### src/lio_pkg.sv
// Constants, register map and fault-state type for the line I/O register bank
package lio_pkg;

  // ==========================================================
  // Clock and timing
  localparam int CLK_PERIOD_NS = 5;            // 200 MHz pclk
  localparam int FILT_TIME_NS = 1300;          // Glitch qualification time
  localparam int BLANK_T0_NS = 128000;         // 128 us
  localparam int BLANK_T1_NS = 500000;         // 500 us
  localparam int BLANK_T2_NS = 1000000;        // 1 ms
  localparam int BLANK_T3_NS = 5000000;        // 5 ms
  localparam int RETRY_T0_NS = 50000000;       // 50 ms
  localparam int RETRY_T1_NS = 100000000;      // 100 ms
  localparam int RETRY_T2_NS = 200000000;      // 200 ms
  localparam int RETRY_T3_NS = 500000000;      // 500 ms
  // Least times, rounded up to whole cycles
  localparam int FILT_CYC = (FILT_TIME_NS + CLK_PERIOD_NS - 1) / CLK_PERIOD_NS;
  localparam int BLANK_C0 = (BLANK_T0_NS + CLK_PERIOD_NS - 1) / CLK_PERIOD_NS;
  localparam int BLANK_C1 = (BLANK_T1_NS + CLK_PERIOD_NS - 1) / CLK_PERIOD_NS;
  localparam int BLANK_C2 = (BLANK_T2_NS + CLK_PERIOD_NS - 1) / CLK_PERIOD_NS;
  localparam int BLANK_C3 = (BLANK_T3_NS + CLK_PERIOD_NS - 1) / CLK_PERIOD_NS;
  localparam int RETRY_C0 = (RETRY_T0_NS + CLK_PERIOD_NS - 1) / CLK_PERIOD_NS;
  localparam int RETRY_C1 = (RETRY_T1_NS + CLK_PERIOD_NS - 1) / CLK_PERIOD_NS;
  localparam int RETRY_C2 = (RETRY_T2_NS + CLK_PERIOD_NS - 1) / CLK_PERIOD_NS;
  localparam int RETRY_C3 = (RETRY_T3_NS + CLK_PERIOD_NS - 1) / CLK_PERIOD_NS;

  // ==========================================================
  // Register indices (byte address is four times the index)
  localparam logic [9:0] IDX_CFG_A = 10'h01a;  // line_io_channel_a_cfg_status
  localparam logic [9:0] IDX_CFG_B = 10'h01b;  // line_io_channel_b_cfg_status
  localparam logic [9:0] IDX_DRV = 10'h01c;    // driver_limit_and_retry_cfg
  localparam logic [9:0] IDX_CTRL = 10'h01d;   // Holds the pin override flag
  localparam logic [9:0] IDX_FSTAT = 10'h020;  // Sticky and live fault flags
  localparam logic [9:0] IDX_FMASK = 10'h021;  // Fault interrupt mask

  // ==========================================================
  // Field positions
  localparam int CFG_AUX_LEVEL = 7;
  localparam int CFG_LINE_LEVEL = 6;
  localparam int CFG_SW_EN = 5;
  localparam int CFG_SW_DATA = 4;
  localparam int CFG_FILT_ON = 3;
  localparam int CFG_THR_TYPE = 2;
  localparam int CFG_SRC_ON = 1;
  localparam int CFG_SINK_ON = 0;
  localparam int DRV_LIM_HI = 7;
  localparam int DRV_LIM_LO = 6;
  localparam int DRV_LIM_OFF = 5;
  localparam int DRV_BLANK_HI = 4;
  localparam int DRV_BLANK_LO = 3;
  localparam int DRV_RETRY_HI = 2;
  localparam int DRV_RETRY_LO = 1;
  localparam int DRV_RETRY_EN = 0;
  localparam int CTRL_OVERRIDE = 6;
  localparam int FSTAT_LIVE_LO = 4;
  localparam int NUM_CH = 2;

  // ==========================================================
  // Reset values
  localparam logic [5:0] CFG_RST = 6'h00;
  localparam logic [7:0] DRV_RST = 8'h00;
  localparam logic [31:0] RD_ZERO = 32'h0000_0000;

  // Per-channel driver fault sequence
  typedef enum logic [2:0] {lio_run, lio_blank, lio_off, lio_recheck, lio_latch} lio_fault_e;

endpackage

### src/lio_line_io_regs.sv
// Line I/O configuration registers, aux input filter and driver fault sequencer
// Function
// RQ1: Report aux input level read-only
// RQ2: Report line level read-only
// RQ3: Override makes register enable act as pin
// RQ4: Override makes register data drive line
// RQ5: Filter bit inserts 1.3us glitch filter
// RQ6: Threshold bit selects type 2/3 or 1
// RQ7: Source bit switches 2mA current source
// RQ8: Sink bit switches 2mA current sink
// RQ9: Limit field picks shared driver current limit
// RQ10: Limit-off bit disables current limiting
// RQ11: Fault flagged after selected blanking time
// RQ12: Retry field selects driver off time
// RQ13: Faulted driver off for retry time
// RQ14: Recheck after one blanking; refault if persists
// RQ15: Fault gone at recheck clears status
// RQ16: Software picks long blanking for big loads
// RQ17: Override flag hands line control to registers
// RQ18: No retry: driver latched off until reconfig
// RQ19: Per-channel counters on internal clock
//
// Decided for this implementation: register access over APB.
`timescale 1ns/1ps
module lio_line_io_regs
  import lio_pkg::*;
#(
  parameter int BLANK_CYC0 = BLANK_C0,
  parameter int BLANK_CYC1 = BLANK_C1,
  parameter int BLANK_CYC2 = BLANK_C2,
  parameter int BLANK_CYC3 = BLANK_C3,
  parameter int RETRY_CYC0 = RETRY_C0,
  parameter int RETRY_CYC1 = RETRY_C1,
  parameter int RETRY_CYC2 = RETRY_C2,
  parameter int RETRY_CYC3 = RETRY_C3,
  parameter int ADDR_W = 12
)
(
  input wire logic pclk,
  input wire logic presetn,
  input wire logic clk_en,
  input wire logic psel,
  input wire logic penable,
  input wire logic pwrite,
  input wire logic [ADDR_W-1:0] paddr,
  input wire logic [31:0] pwdata,
  input wire logic [3:0] pstrb,
  output logic [31:0] prdata,
  output logic pready,
  output logic pslverr,
  input wire logic aux_input_pin_a,
  input wire logic aux_input_pin_b,
  input wire logic line_pin_a,
  input wire logic line_pin_b,
  input wire logic drive_data_pin_a,
  input wire logic drive_data_pin_b,
  input wire logic drive_enable_pin_a,
  input wire logic drive_enable_pin_b,
  input wire logic driver_overload_a,
  input wire logic driver_overload_b,
  output logic line_drive_data_a,
  output logic line_drive_data_b,
  output logic line_drive_enable_a,
  output logic line_drive_enable_b,
  output logic aux_threshold_type_a,
  output logic aux_threshold_type_b,
  output logic aux_source_on_a,
  output logic aux_source_on_b,
  output logic aux_sink_on_a,
  output logic aux_sink_on_b,
  output logic [1:0] driver_limit_level,
  output logic driver_limit_off,
  output logic [1:0] driver_fault,
  output logic irq
);

  // ==========
  // Register state
  logic [5:0] cfg_r [NUM_CH];      // Writable low bits of each channel register
  logic [7:0] drv_r;               // Shared driver configuration
  logic override_r;                // Pin control handed to registers
  logic [1:0] sticky_r;            // Fault events, write one to clear
  logic [1:0] mask_r;              // Interrupt enables, same layout
  logic [1:0] aux_lvl_r;           // Aux level after optional filter
  logic [1:0] line_lvl_r;          // Sampled line level
  logic [1:0] fault_r;             // Live fault flag per channel
  logic [1:0] fault_evt;           // One-cycle fault detection pulse
  logic [1:0] drv_off;             // Driver held off by the sequencer
  logic [1:0] reconfig;            // Write that releases a latched driver
  logic irq_r, pready_r, pslverr_r; // Output flops
  logic [31:0] prdata_r, rd_data; // Read data, registered and live
  logic [9:0] idx; // Register index from the byte address
  logic hit, acc_first, acc_done, wr; // Decode terms
  // Per-channel pin gathering
  logic [1:0] aux_pin, line_pin, dd_pin, de_pin, ovl;
  logic [1:0] out_data_r, out_en_r; // Transmitter flops
  assign aux_pin = {aux_input_pin_b, aux_input_pin_a};
  assign line_pin = {line_pin_b, line_pin_a};
  assign dd_pin = {drive_data_pin_b, drive_data_pin_a};
  assign de_pin = {drive_enable_pin_b, drive_enable_pin_a};
  assign ovl = {driver_overload_b, driver_overload_a};

  // ==========
  // APB decode
  assign idx = paddr[11:2];
  assign acc_first = psel & penable & ~pready_r;
  assign acc_done = psel & penable & pready_r;
  assign wr = acc_done & pwrite & hit & pstrb[0];
  // Address match; anything else answers with an error
  assign hit = idx inside {IDX_CFG_A, IDX_CFG_B, IDX_DRV, IDX_CTRL, IDX_FSTAT, IDX_FMASK};
  // Read mux; upper bits read as zero
  always_comb
  begin
    rd_data = RD_ZERO;
    case (idx)
      IDX_CFG_A: rd_data[7:0] = {aux_lvl_r[0], line_lvl_r[0], cfg_r[0]}; // RQ1 RQ2
      IDX_CFG_B: rd_data[7:0] = {aux_lvl_r[1], line_lvl_r[1], cfg_r[1]}; // RQ1 RQ2
      IDX_DRV: rd_data[7:0] = drv_r;
      IDX_CTRL: rd_data[CTRL_OVERRIDE] = override_r;
      IDX_FSTAT: rd_data[5:0] = {fault_r, 2'b00, sticky_r};
      IDX_FMASK: rd_data[1:0] = mask_r;
      default: rd_data = RD_ZERO;
    endcase
  end

  // One wait state: data is captured in the first access cycle, ready follows
  always_ff @(posedge pclk or negedge presetn)
  begin
    if (!presetn)
    begin
      pready_r <= 1'b0;
      pslverr_r <= 1'b0;
      prdata_r <= RD_ZERO;
    end
    else if (clk_en)
    begin
      if (acc_first)
      begin
        pready_r <= 1'b1;
        pslverr_r <= ~hit;
        prdata_r <= hit ? rd_data : RD_ZERO;
      end
      else
      begin
        pready_r <= 1'b0;
        pslverr_r <= 1'b0;
      end
    end
  end

  assign pready = pready_r;
  assign pslverr = pslverr_r;
  assign prdata = prdata_r;

  // ==========
  // Configuration writes
  always_ff @(posedge pclk or negedge presetn)
  begin
    if (!presetn)
    begin
      cfg_r[0] <= CFG_RST;
      cfg_r[1] <= CFG_RST;
      drv_r <= DRV_RST;
      override_r <= 1'b0;
      mask_r <= 2'b00;
    end
    else if (clk_en && wr)
    begin
      case (idx)
        IDX_CFG_A: cfg_r[0] <= pwdata[5:0];
        IDX_CFG_B: cfg_r[1] <= pwdata[5:0];
        IDX_DRV: drv_r <= pwdata[7:0];
        IDX_CTRL: override_r <= pwdata[CTRL_OVERRIDE]; // RQ17
        IDX_FMASK: mask_r <= pwdata[1:0];
        default: ;
      endcase
    end
  end

  // Reconfiguration releases a latched-off driver
  assign reconfig[0] = wr & ((idx == IDX_DRV) | (idx == IDX_CFG_A)); // RQ18
  assign reconfig[1] = wr & ((idx == IDX_DRV) | (idx == IDX_CFG_B)); // RQ18

  // ==========
  // Fault flags and interrupt
  // A new event in the clearing cycle wins, so no fault is lost
  always_ff @(posedge pclk or negedge presetn)
  begin
    if (!presetn)
    begin
      sticky_r <= 2'b00;
      irq_r <= 1'b0;
    end
    else if (clk_en)
    begin
      if (wr && idx == IDX_FSTAT)
        sticky_r <= (sticky_r & ~pwdata[1:0]) | fault_evt;
      else
        sticky_r <= sticky_r | fault_evt;
      irq_r <= |((sticky_r | fault_evt) & mask_r);
    end
  end

  assign irq = irq_r;
  assign driver_fault = fault_r;

  // Shared limit settings go straight out of the register
  assign driver_limit_level = drv_r[DRV_LIM_HI:DRV_LIM_LO]; // RQ9
  assign driver_limit_off = drv_r[DRV_LIM_OFF]; // RQ10

  // Blanking count from its select code
  function automatic logic [31:0] blank_len(input logic [1:0] sel);
    case (sel)
      2'h0: blank_len = 32'(BLANK_CYC0);
      2'h1: blank_len = 32'(BLANK_CYC1);
      2'h2: blank_len = 32'(BLANK_CYC2);
      default: blank_len = 32'(BLANK_CYC3);
    endcase
  endfunction

  // Off-time count from its select code
  function automatic logic [31:0] retry_len(input logic [1:0] sel);
    case (sel)
      2'h0: retry_len = 32'(RETRY_CYC0);
      2'h1: retry_len = 32'(RETRY_CYC1);
      2'h2: retry_len = 32'(RETRY_CYC2);
      default: retry_len = 32'(RETRY_CYC3);
    endcase
  endfunction

  // ==========
  // Per-channel logic
  for (genvar ch = 0; ch < NUM_CH; ch++)
  begin : g_ch
    logic [15:0] filt_cnt_r;       // Filter qualification counter
    logic [31:0] cnt_r;            // Blanking and off-time counter
    logic [31:0] blank_cyc, retry_cyc; // Lengths for the current codes
    lio_fault_e st_r;
    assign blank_cyc = blank_len(drv_r[DRV_BLANK_HI:DRV_BLANK_LO]); // RQ11
    assign retry_cyc = retry_len(drv_r[DRV_RETRY_HI:DRV_RETRY_LO]); // RQ12

    // Aux input: a change must hold the whole qualification time when filtered
    always_ff @(posedge pclk or negedge presetn)
    begin
      if (!presetn)
      begin
        aux_lvl_r[ch] <= 1'b0;
        filt_cnt_r <= 16'h0000;
      end
      else if (clk_en)
      begin
        if (!cfg_r[ch][CFG_FILT_ON])
        begin
          aux_lvl_r[ch] <= aux_pin[ch]; // RQ5 RQ1
          filt_cnt_r <= 16'h0000;
        end
        else if (aux_pin[ch] == aux_lvl_r[ch])
          filt_cnt_r <= 16'h0000;
        else if (filt_cnt_r >= 16'(FILT_CYC - 1))
        begin
          aux_lvl_r[ch] <= aux_pin[ch]; // RQ5
          filt_cnt_r <= 16'h0000;
        end
        else
          filt_cnt_r <= filt_cnt_r + 16'h0001;
      end
    end

    // Line level sampled for status
    always_ff @(posedge pclk or negedge presetn)
    begin
      if (!presetn)
        line_lvl_r[ch] <= 1'b0;
      else if (clk_en)
        line_lvl_r[ch] <= line_pin[ch]; // RQ2
    end

    // Transmitter source select; a held-off driver is never enabled
    always_ff @(posedge pclk or negedge presetn)
    begin
      if (!presetn)
      begin
        out_data_r[ch] <= 1'b0;
        out_en_r[ch] <= 1'b0;
      end
      else if (clk_en)
      begin
        if (override_r)
        begin
          out_data_r[ch] <= cfg_r[ch][CFG_SW_DATA]; // RQ4 RQ17
          out_en_r[ch] <= cfg_r[ch][CFG_SW_EN] & ~drv_off[ch]; // RQ3 RQ17
        end
        else
        begin
          out_data_r[ch] <= dd_pin[ch]; // RQ4
          out_en_r[ch] <= de_pin[ch] & ~drv_off[ch]; // RQ3
        end
      end
    end

    // Fault sequencer; counter is private to this channel
    always_ff @(posedge pclk or negedge presetn)
    begin
      if (!presetn)
      begin
        st_r <= lio_run;
        cnt_r <= 32'h0000_0000;
        fault_r[ch] <= 1'b0;
      end
      else if (clk_en)
      begin
        case (st_r)
          // Normal drive; an overload starts blanking
          lio_run:
          begin
            cnt_r <= 32'h0000_0000;
            if (ovl[ch])
              st_r <= lio_blank;
          end
          // Short overloads such as inrush are tolerated
          lio_blank:
          begin
            if (!ovl[ch])
              st_r <= lio_run;
            else if (cnt_r >= blank_cyc - 32'h1)
            begin
              fault_r[ch] <= 1'b1; // RQ11
              cnt_r <= 32'h0000_0000;
              st_r <= drv_r[DRV_RETRY_EN] ? lio_off : lio_latch; // RQ13 RQ18
            end
            else
              cnt_r <= cnt_r + 32'h1; // RQ19
          end
          // Driver off for the retry time
          lio_off:
          begin
            if (cnt_r >= retry_cyc - 32'h1)
            begin
              cnt_r <= 32'h0000_0000;
              st_r <= lio_recheck; // RQ13
            end
            else
              cnt_r <= cnt_r + 32'h1; // RQ19
          end
          // Re-enabled; judge the fault after one blanking time
          lio_recheck:
          begin
            if (cnt_r >= blank_cyc - 32'h1)
            begin
              cnt_r <= 32'h0000_0000;
              if (ovl[ch])
                st_r <= lio_off; // RQ14
              else
              begin
                fault_r[ch] <= 1'b0; // RQ15
                st_r <= lio_run; // RQ15
              end
            end
            else
              cnt_r <= cnt_r + 32'h1; // RQ19
          end
          // Held off until software touches the configuration
          lio_latch:
          begin
            cnt_r <= 32'h0000_0000;
            if (reconfig[ch])
            begin
              fault_r[ch] <= 1'b0; // RQ18
              st_r <= lio_run;
            end
          end
          default:
          begin
            st_r <= lio_run;
            cnt_r <= 32'h0000_0000;
          end
        endcase
      end
    end

    // Event fires only on the first detection, not on refaults
    assign fault_evt[ch] = clk_en & (st_r == lio_blank) & ovl[ch] & (cnt_r >= blank_cyc - 32'h1);
    assign drv_off[ch] = (st_r == lio_off) | (st_r == lio_latch); // RQ13
  end

  // ==========
  // Output wiring, all from flip-flops
  assign {line_drive_data_b, line_drive_data_a} = out_data_r;
  assign {line_drive_enable_b, line_drive_enable_a} = out_en_r;
  assign {aux_threshold_type_b, aux_threshold_type_a} = {cfg_r[1][CFG_THR_TYPE], cfg_r[0][CFG_THR_TYPE]}; // RQ6
  assign {aux_source_on_b, aux_source_on_a} = {cfg_r[1][CFG_SRC_ON], cfg_r[0][CFG_SRC_ON]}; // RQ7
  assign {aux_sink_on_b, aux_sink_on_a} = {cfg_r[1][CFG_SINK_ON], cfg_r[0][CFG_SINK_ON]}; // RQ8

endmodule

### config.mk
export PLATFORM = sky130hd
export DESIGN_NAME = lio_line_io_regs
export DESIGN_NICKNAME = d
export VERILOG_FILES = /design/src/lio_pkg.sv /design/src/lio_line_io_regs.sv
export SDC_FILE = /design/constraint.sdc
export NUM_CORES = 1
export LEC_CHECK = 0
export BUFFER_PORTS_ARGS = -buffer_cell sky130_fd_sc_hd__buf_2
export CORE_ASPECT_RATIO = 0.75
export CORE_MARGIN = 2
export CORE_UTILIZATION = 60
export CTS_CLUSTER_SIZE = 8
export DETAILED_ROUTE_END_ITERATION = 12
export PLACE_DENSITY = 0.81
export SLEW_MARGIN = 20
export SYNTH_ARGS = -nofsm -noshare
export SYNTH_HDL_FRONTEND = slang
export SYNTH_SLANG_ARGS = --single-unit
export TNS_END_PERCENT = 5
### constraint.sdc
create_clock -name pclk -period 3.87 [get_ports pclk]
set_input_delay 0.387 -clock pclk [delete_from_list [all_inputs] [get_ports pclk]]
set_output_delay 0.387 -clock pclk [all_outputs]
set_load 0.005 [all_outputs]
==> key figures <==
Route
  – Number of remaining DRC errors: 0
  – DR vias: 8325
  – First-pass iteration count of the detailed router: 5
  – Drt total wl: 24400 µm
  – Routed WL per cell: 18.6 µm
  – Post-route antenna net violation count: 0
  – Via/cell ratio: 6.35
  – Iter 0 DRT Violations: 746

Floorplanning
  – Core area: 15900 µm²
  – IO Count: 114
  – DIE AREA: 17100 µm²
  – Initial Utilization: 60.6%
  – Row cnt: 40
  – Die width: 150 µm
  – Die H: 114 µm

Finish
  – Layout cell share with drive strength beyond 1: 14.8%
  – Area growth from synthesis to layout: 11.9%
  – Antenna diodes: 0
  – Final core utilization: 67.8%
  – Nets: 1244

Run status
  – Status: finished, final reports clean

Timing
  – Clock skew: 0.0132 ns
  – Tmin final: 3.69 ns
  – Slew Limit Fails: 0
  – Setup violations, final: 0
  – Hold Slack: 0.0519 ns
  – RSZ-0062 raised after global routing: false
  – Final hold vios: 0
  – Tcrit/Tclk final: 95.5%
  – Fmax achieved: 271 MHz
  – Worst-margin pin slew: 0.876 ns
  – Slew margin rel.: 41.6%
  – Aggregate negative setup slack: 0 ns

Clock tree
  – Max Root-Sink Buffers: 2
  – Post-cts sizing count: 0
  – Cts bufs inserted: 17
  – Clock Latency Late Sink: 0.44 ns
  – Root buffer cell: clkbuf_16
  – Clock tree sinks: 148
  – CTS hold repair buffers: 0
  – H-tree depth: 4
  – Setup bufs post-CTS: 0
  – TritonCTS clock tree: yes
  – Clock-pin slew on the worst setup and hold paths: 0.07 ns

Setup path
  – CP max stage cell: dfrtp_1
  – Arr. time, crit path: 4.01 ns
  – CP Class: reg2reg
  – R2R Path End: g_ch[0].cnt_r[15]
  – Critical Path Start Type: flip-flop
  – Crit Path Max Fanout: 25
  – Worst path required time: 4.18 ns
  – Critical path origin: drv_r[1]
  – CP Cell Sequence: inv_1 > ha_1 > or3_1 > ha_1 > nand4_1 > nor4_2 > or4b_1 > o211ai_2 > a21oi_2 > buf_4 > and2_4 > a22o_1
  – CP endpoint kind: flip-flop
  – Most frequent CP cell: ha_1
  – R2r worst-path depth: 12
  – FF-to-FF Start: drv_r[1]
  – Crit path to: g_ch[0].cnt_r[15]
  – Reg2reg setup slack: 0.18 ns
  – CP max stage delay: 0.50 ns

Placement
  – Dpl hpwl: 17300 µm
  – GPL Wtd Cong: 0.945
  – IO Port Bufs: 60

Synth
  – Number of synthesized flops with an enable pin: 0
  – Ys async rst share: 100%
  – Seq/Total Area, Yosys: 38.5%
  – Gate Count Post-Synth: 1029
  – Post-Synthesis Cell Area: 9620 µm²
  – Yosys synthesis warning count: 0
  – Library cells used by synthesis: 69
  – Mean post-synth cell area: 9.35 µm²
  – Main flop type after synthesis: dfrtp_1
  – FF+latch count, synth: 148

Global route
  – Antenna violations before repair: 0
  – First-pass GRT wire length: 39900 µm
  – Vias in the first global route: 7769
  – Largest net degree at the start of global routing: 97
  – GRT Util Overall: 29.4%
  – Grt total ovfl: 0

Run
  – Max Cap Violations: 0

Power
  – Worst VDD drop: 0.000341 V
  – Leak: 5.05 nW
  – Pwr Density: 459 nW/µm²
  – Total power: 0.00493 W

Worst hold path
  – Hold Path Class: in2async
[flip-flops by register name, summed over array words and instances (netlist names), 2 cells and up]
name / flops
g_ch.cnt_r: 64
aux_lvl_r: 2
driver_fault: 2
line_lvl_r: 2
cfg_r: 6
g_ch.filt_cnt_r: 32
g_ch.st_r: 6
sticky_r: 2
prdata: 8
drv_r: 8
mask_r: 2
[how the worst min path moves through the flow]
stage / start / to / slack, ns / cells past startpoint
final: presetn / g_ch[0].cnt_r[31] / 0.05 / 1
after global routing: presetn / g_ch[0].cnt_r[31] / 0.11 / 1
after CTS: presetn / g_ch[0].cnt_r[31] / 0.09 / 1
after detailed placement: prdata[6] / prdata[6] / 0.47 / 1
after global placement: prdata[0] / prdata[0] / 0.46 / 2
after floorplan: presetn / aux_lvl_r[0] / 0.09 / 0
[report_power, final]
group	leakage [nW]	total, W	internal, W	switching (W)
Sequential	2.03	0.00185	0.00166	0.000198
Combinational	2.70	0.00124	0.000489	0.000753
Clock	0.312	0.00184	0.00113	0.000709
Total	5.05	0.00493	0.00328	0.00166
[area by class of cell]
class / count / area, µm²
multi-input combinational: 813 / 5570
inverter: 27 / 101
clock buffer: 20 / 457
tap: 210 / 263
timing repair buffer: 82 / 472
sequential: 148 / 3700
clock inverter: 12 / 193
fill: 1190 / 5100
[per-layer routing]
metal	global-route usage (%)	part of all wire [%]	vias to the layer above
met5	0	0	-
met4	6.67	1.1	0
met3	5.56	7.6	29
met2	44.4	45	337
met1	44.0	46	4041
li1	-	-	3918
[Yosys cell counts, drive strengths merged (7+ instances only)]
| library cell | instances | area (µm²) |
|---|---|---|
| a211oi | 19 | 143 |
| a21o | 28 | 210 |
| a21oi | 30 | 154 |
| a22o | 20 | 175 |
| a22oi | 10 | 75.1 |
| a31oi | 10 | 62.6 |
| and2 | 15 | 96.4 |
| and3 | 20 | 125 |
| buf | 35 | 250 |
| clkbuf | 30 | 113 |
| dfrtp | 148 | 3700 |
| ha | 91 | 1140 |
| inv | 27 | 101 |
| mux2 | 35 | 394 |
| nand2 | 102 | 383 |
| nand2b | 10 | 62.6 |
| nand3 | 54 | 270 |
| nand4 | 33 | 206 |
| nor2 | 85 | 319 |
| nor2b | 8 | 50.1 |
| nor3 | 12 | 60.1 |
| nor4 | 10 | 75.1 |
| o211ai | 13 | 103 |
| o21ai | 49 | 245 |
| o311ai | 12 | 105 |
| o31ai | 15 | 113 |
| o41ai | 7 | 61.3 |
| or3 | 11 | 68.8 |
| or4 | 8 | 63.8 |
| xor2 | 14 | 123 |
[placed cells by master, fill, tap and decap left out, types with 11 or more instances in the layout]
master,Yosys,routed
xor2_1,14,14
and2_1,13,13
o311ai_0,11,11
inv_1,27,27
ha_1,91,91
or3_1,11,11
conb_1,2,26
a22o_1,20,20
and3_1,20,20
o31ai_1,15,13
nor2_1,85,85
nand4_1,33,33
a21o_1,28,28
a21oi_1,29,29
nor3_1,12,12
a211oi_1,19,19
buf_4,26,22
dfrtp_1,148,148
buf_2,5,59
nand2_1,102,102
clkbuf_16,0,17
o211ai_1,12,12
mux2_2,35,35
o21ai_0,48,48
nand3_1,54,54
[critical path, delay by kind of cell, from the launching register on]
kind | cells | cell delay, ns
AND/OR/NAND/NOR | 5 | 1.58
adder cells (fa/ha/maj) | 2 | 0.60
flip-flops | 1 | 0.50
AO/OA/AOI/OAI | 3 | 0.50
buffers and inverters | 2 | 0.40
[metrics by stage]
step | instances | setup WS (ns) | area (µm²)
after floorplan | 1053 | 0.583 | 9710
after global placement | 1280 | 0.265 | 10100
after detailed placement | 1280 | 0.214 | 10100
after CTS | 1312 | 0.193 | 10800
after global routing | 1312 | 0.0104 | 10800
final | 1312 | 0.176 | 10800
[kinds of logic (layout without fill, tap and decap cells)]
logic type,after synthesis,in the layout,share of synthesized area (%)
xor+xnor,20,20,1.82
fa+ha+maj,91,91,11.8
compound gates,248,248,18.1
buf+inv,92,141,4.82
simple gates,389,389,20.3
mux,39,39,4.51
flops,148,148,38.5
other cells,2,26,0.0781
Note: power is estimated with default switching activity, not from simulation.
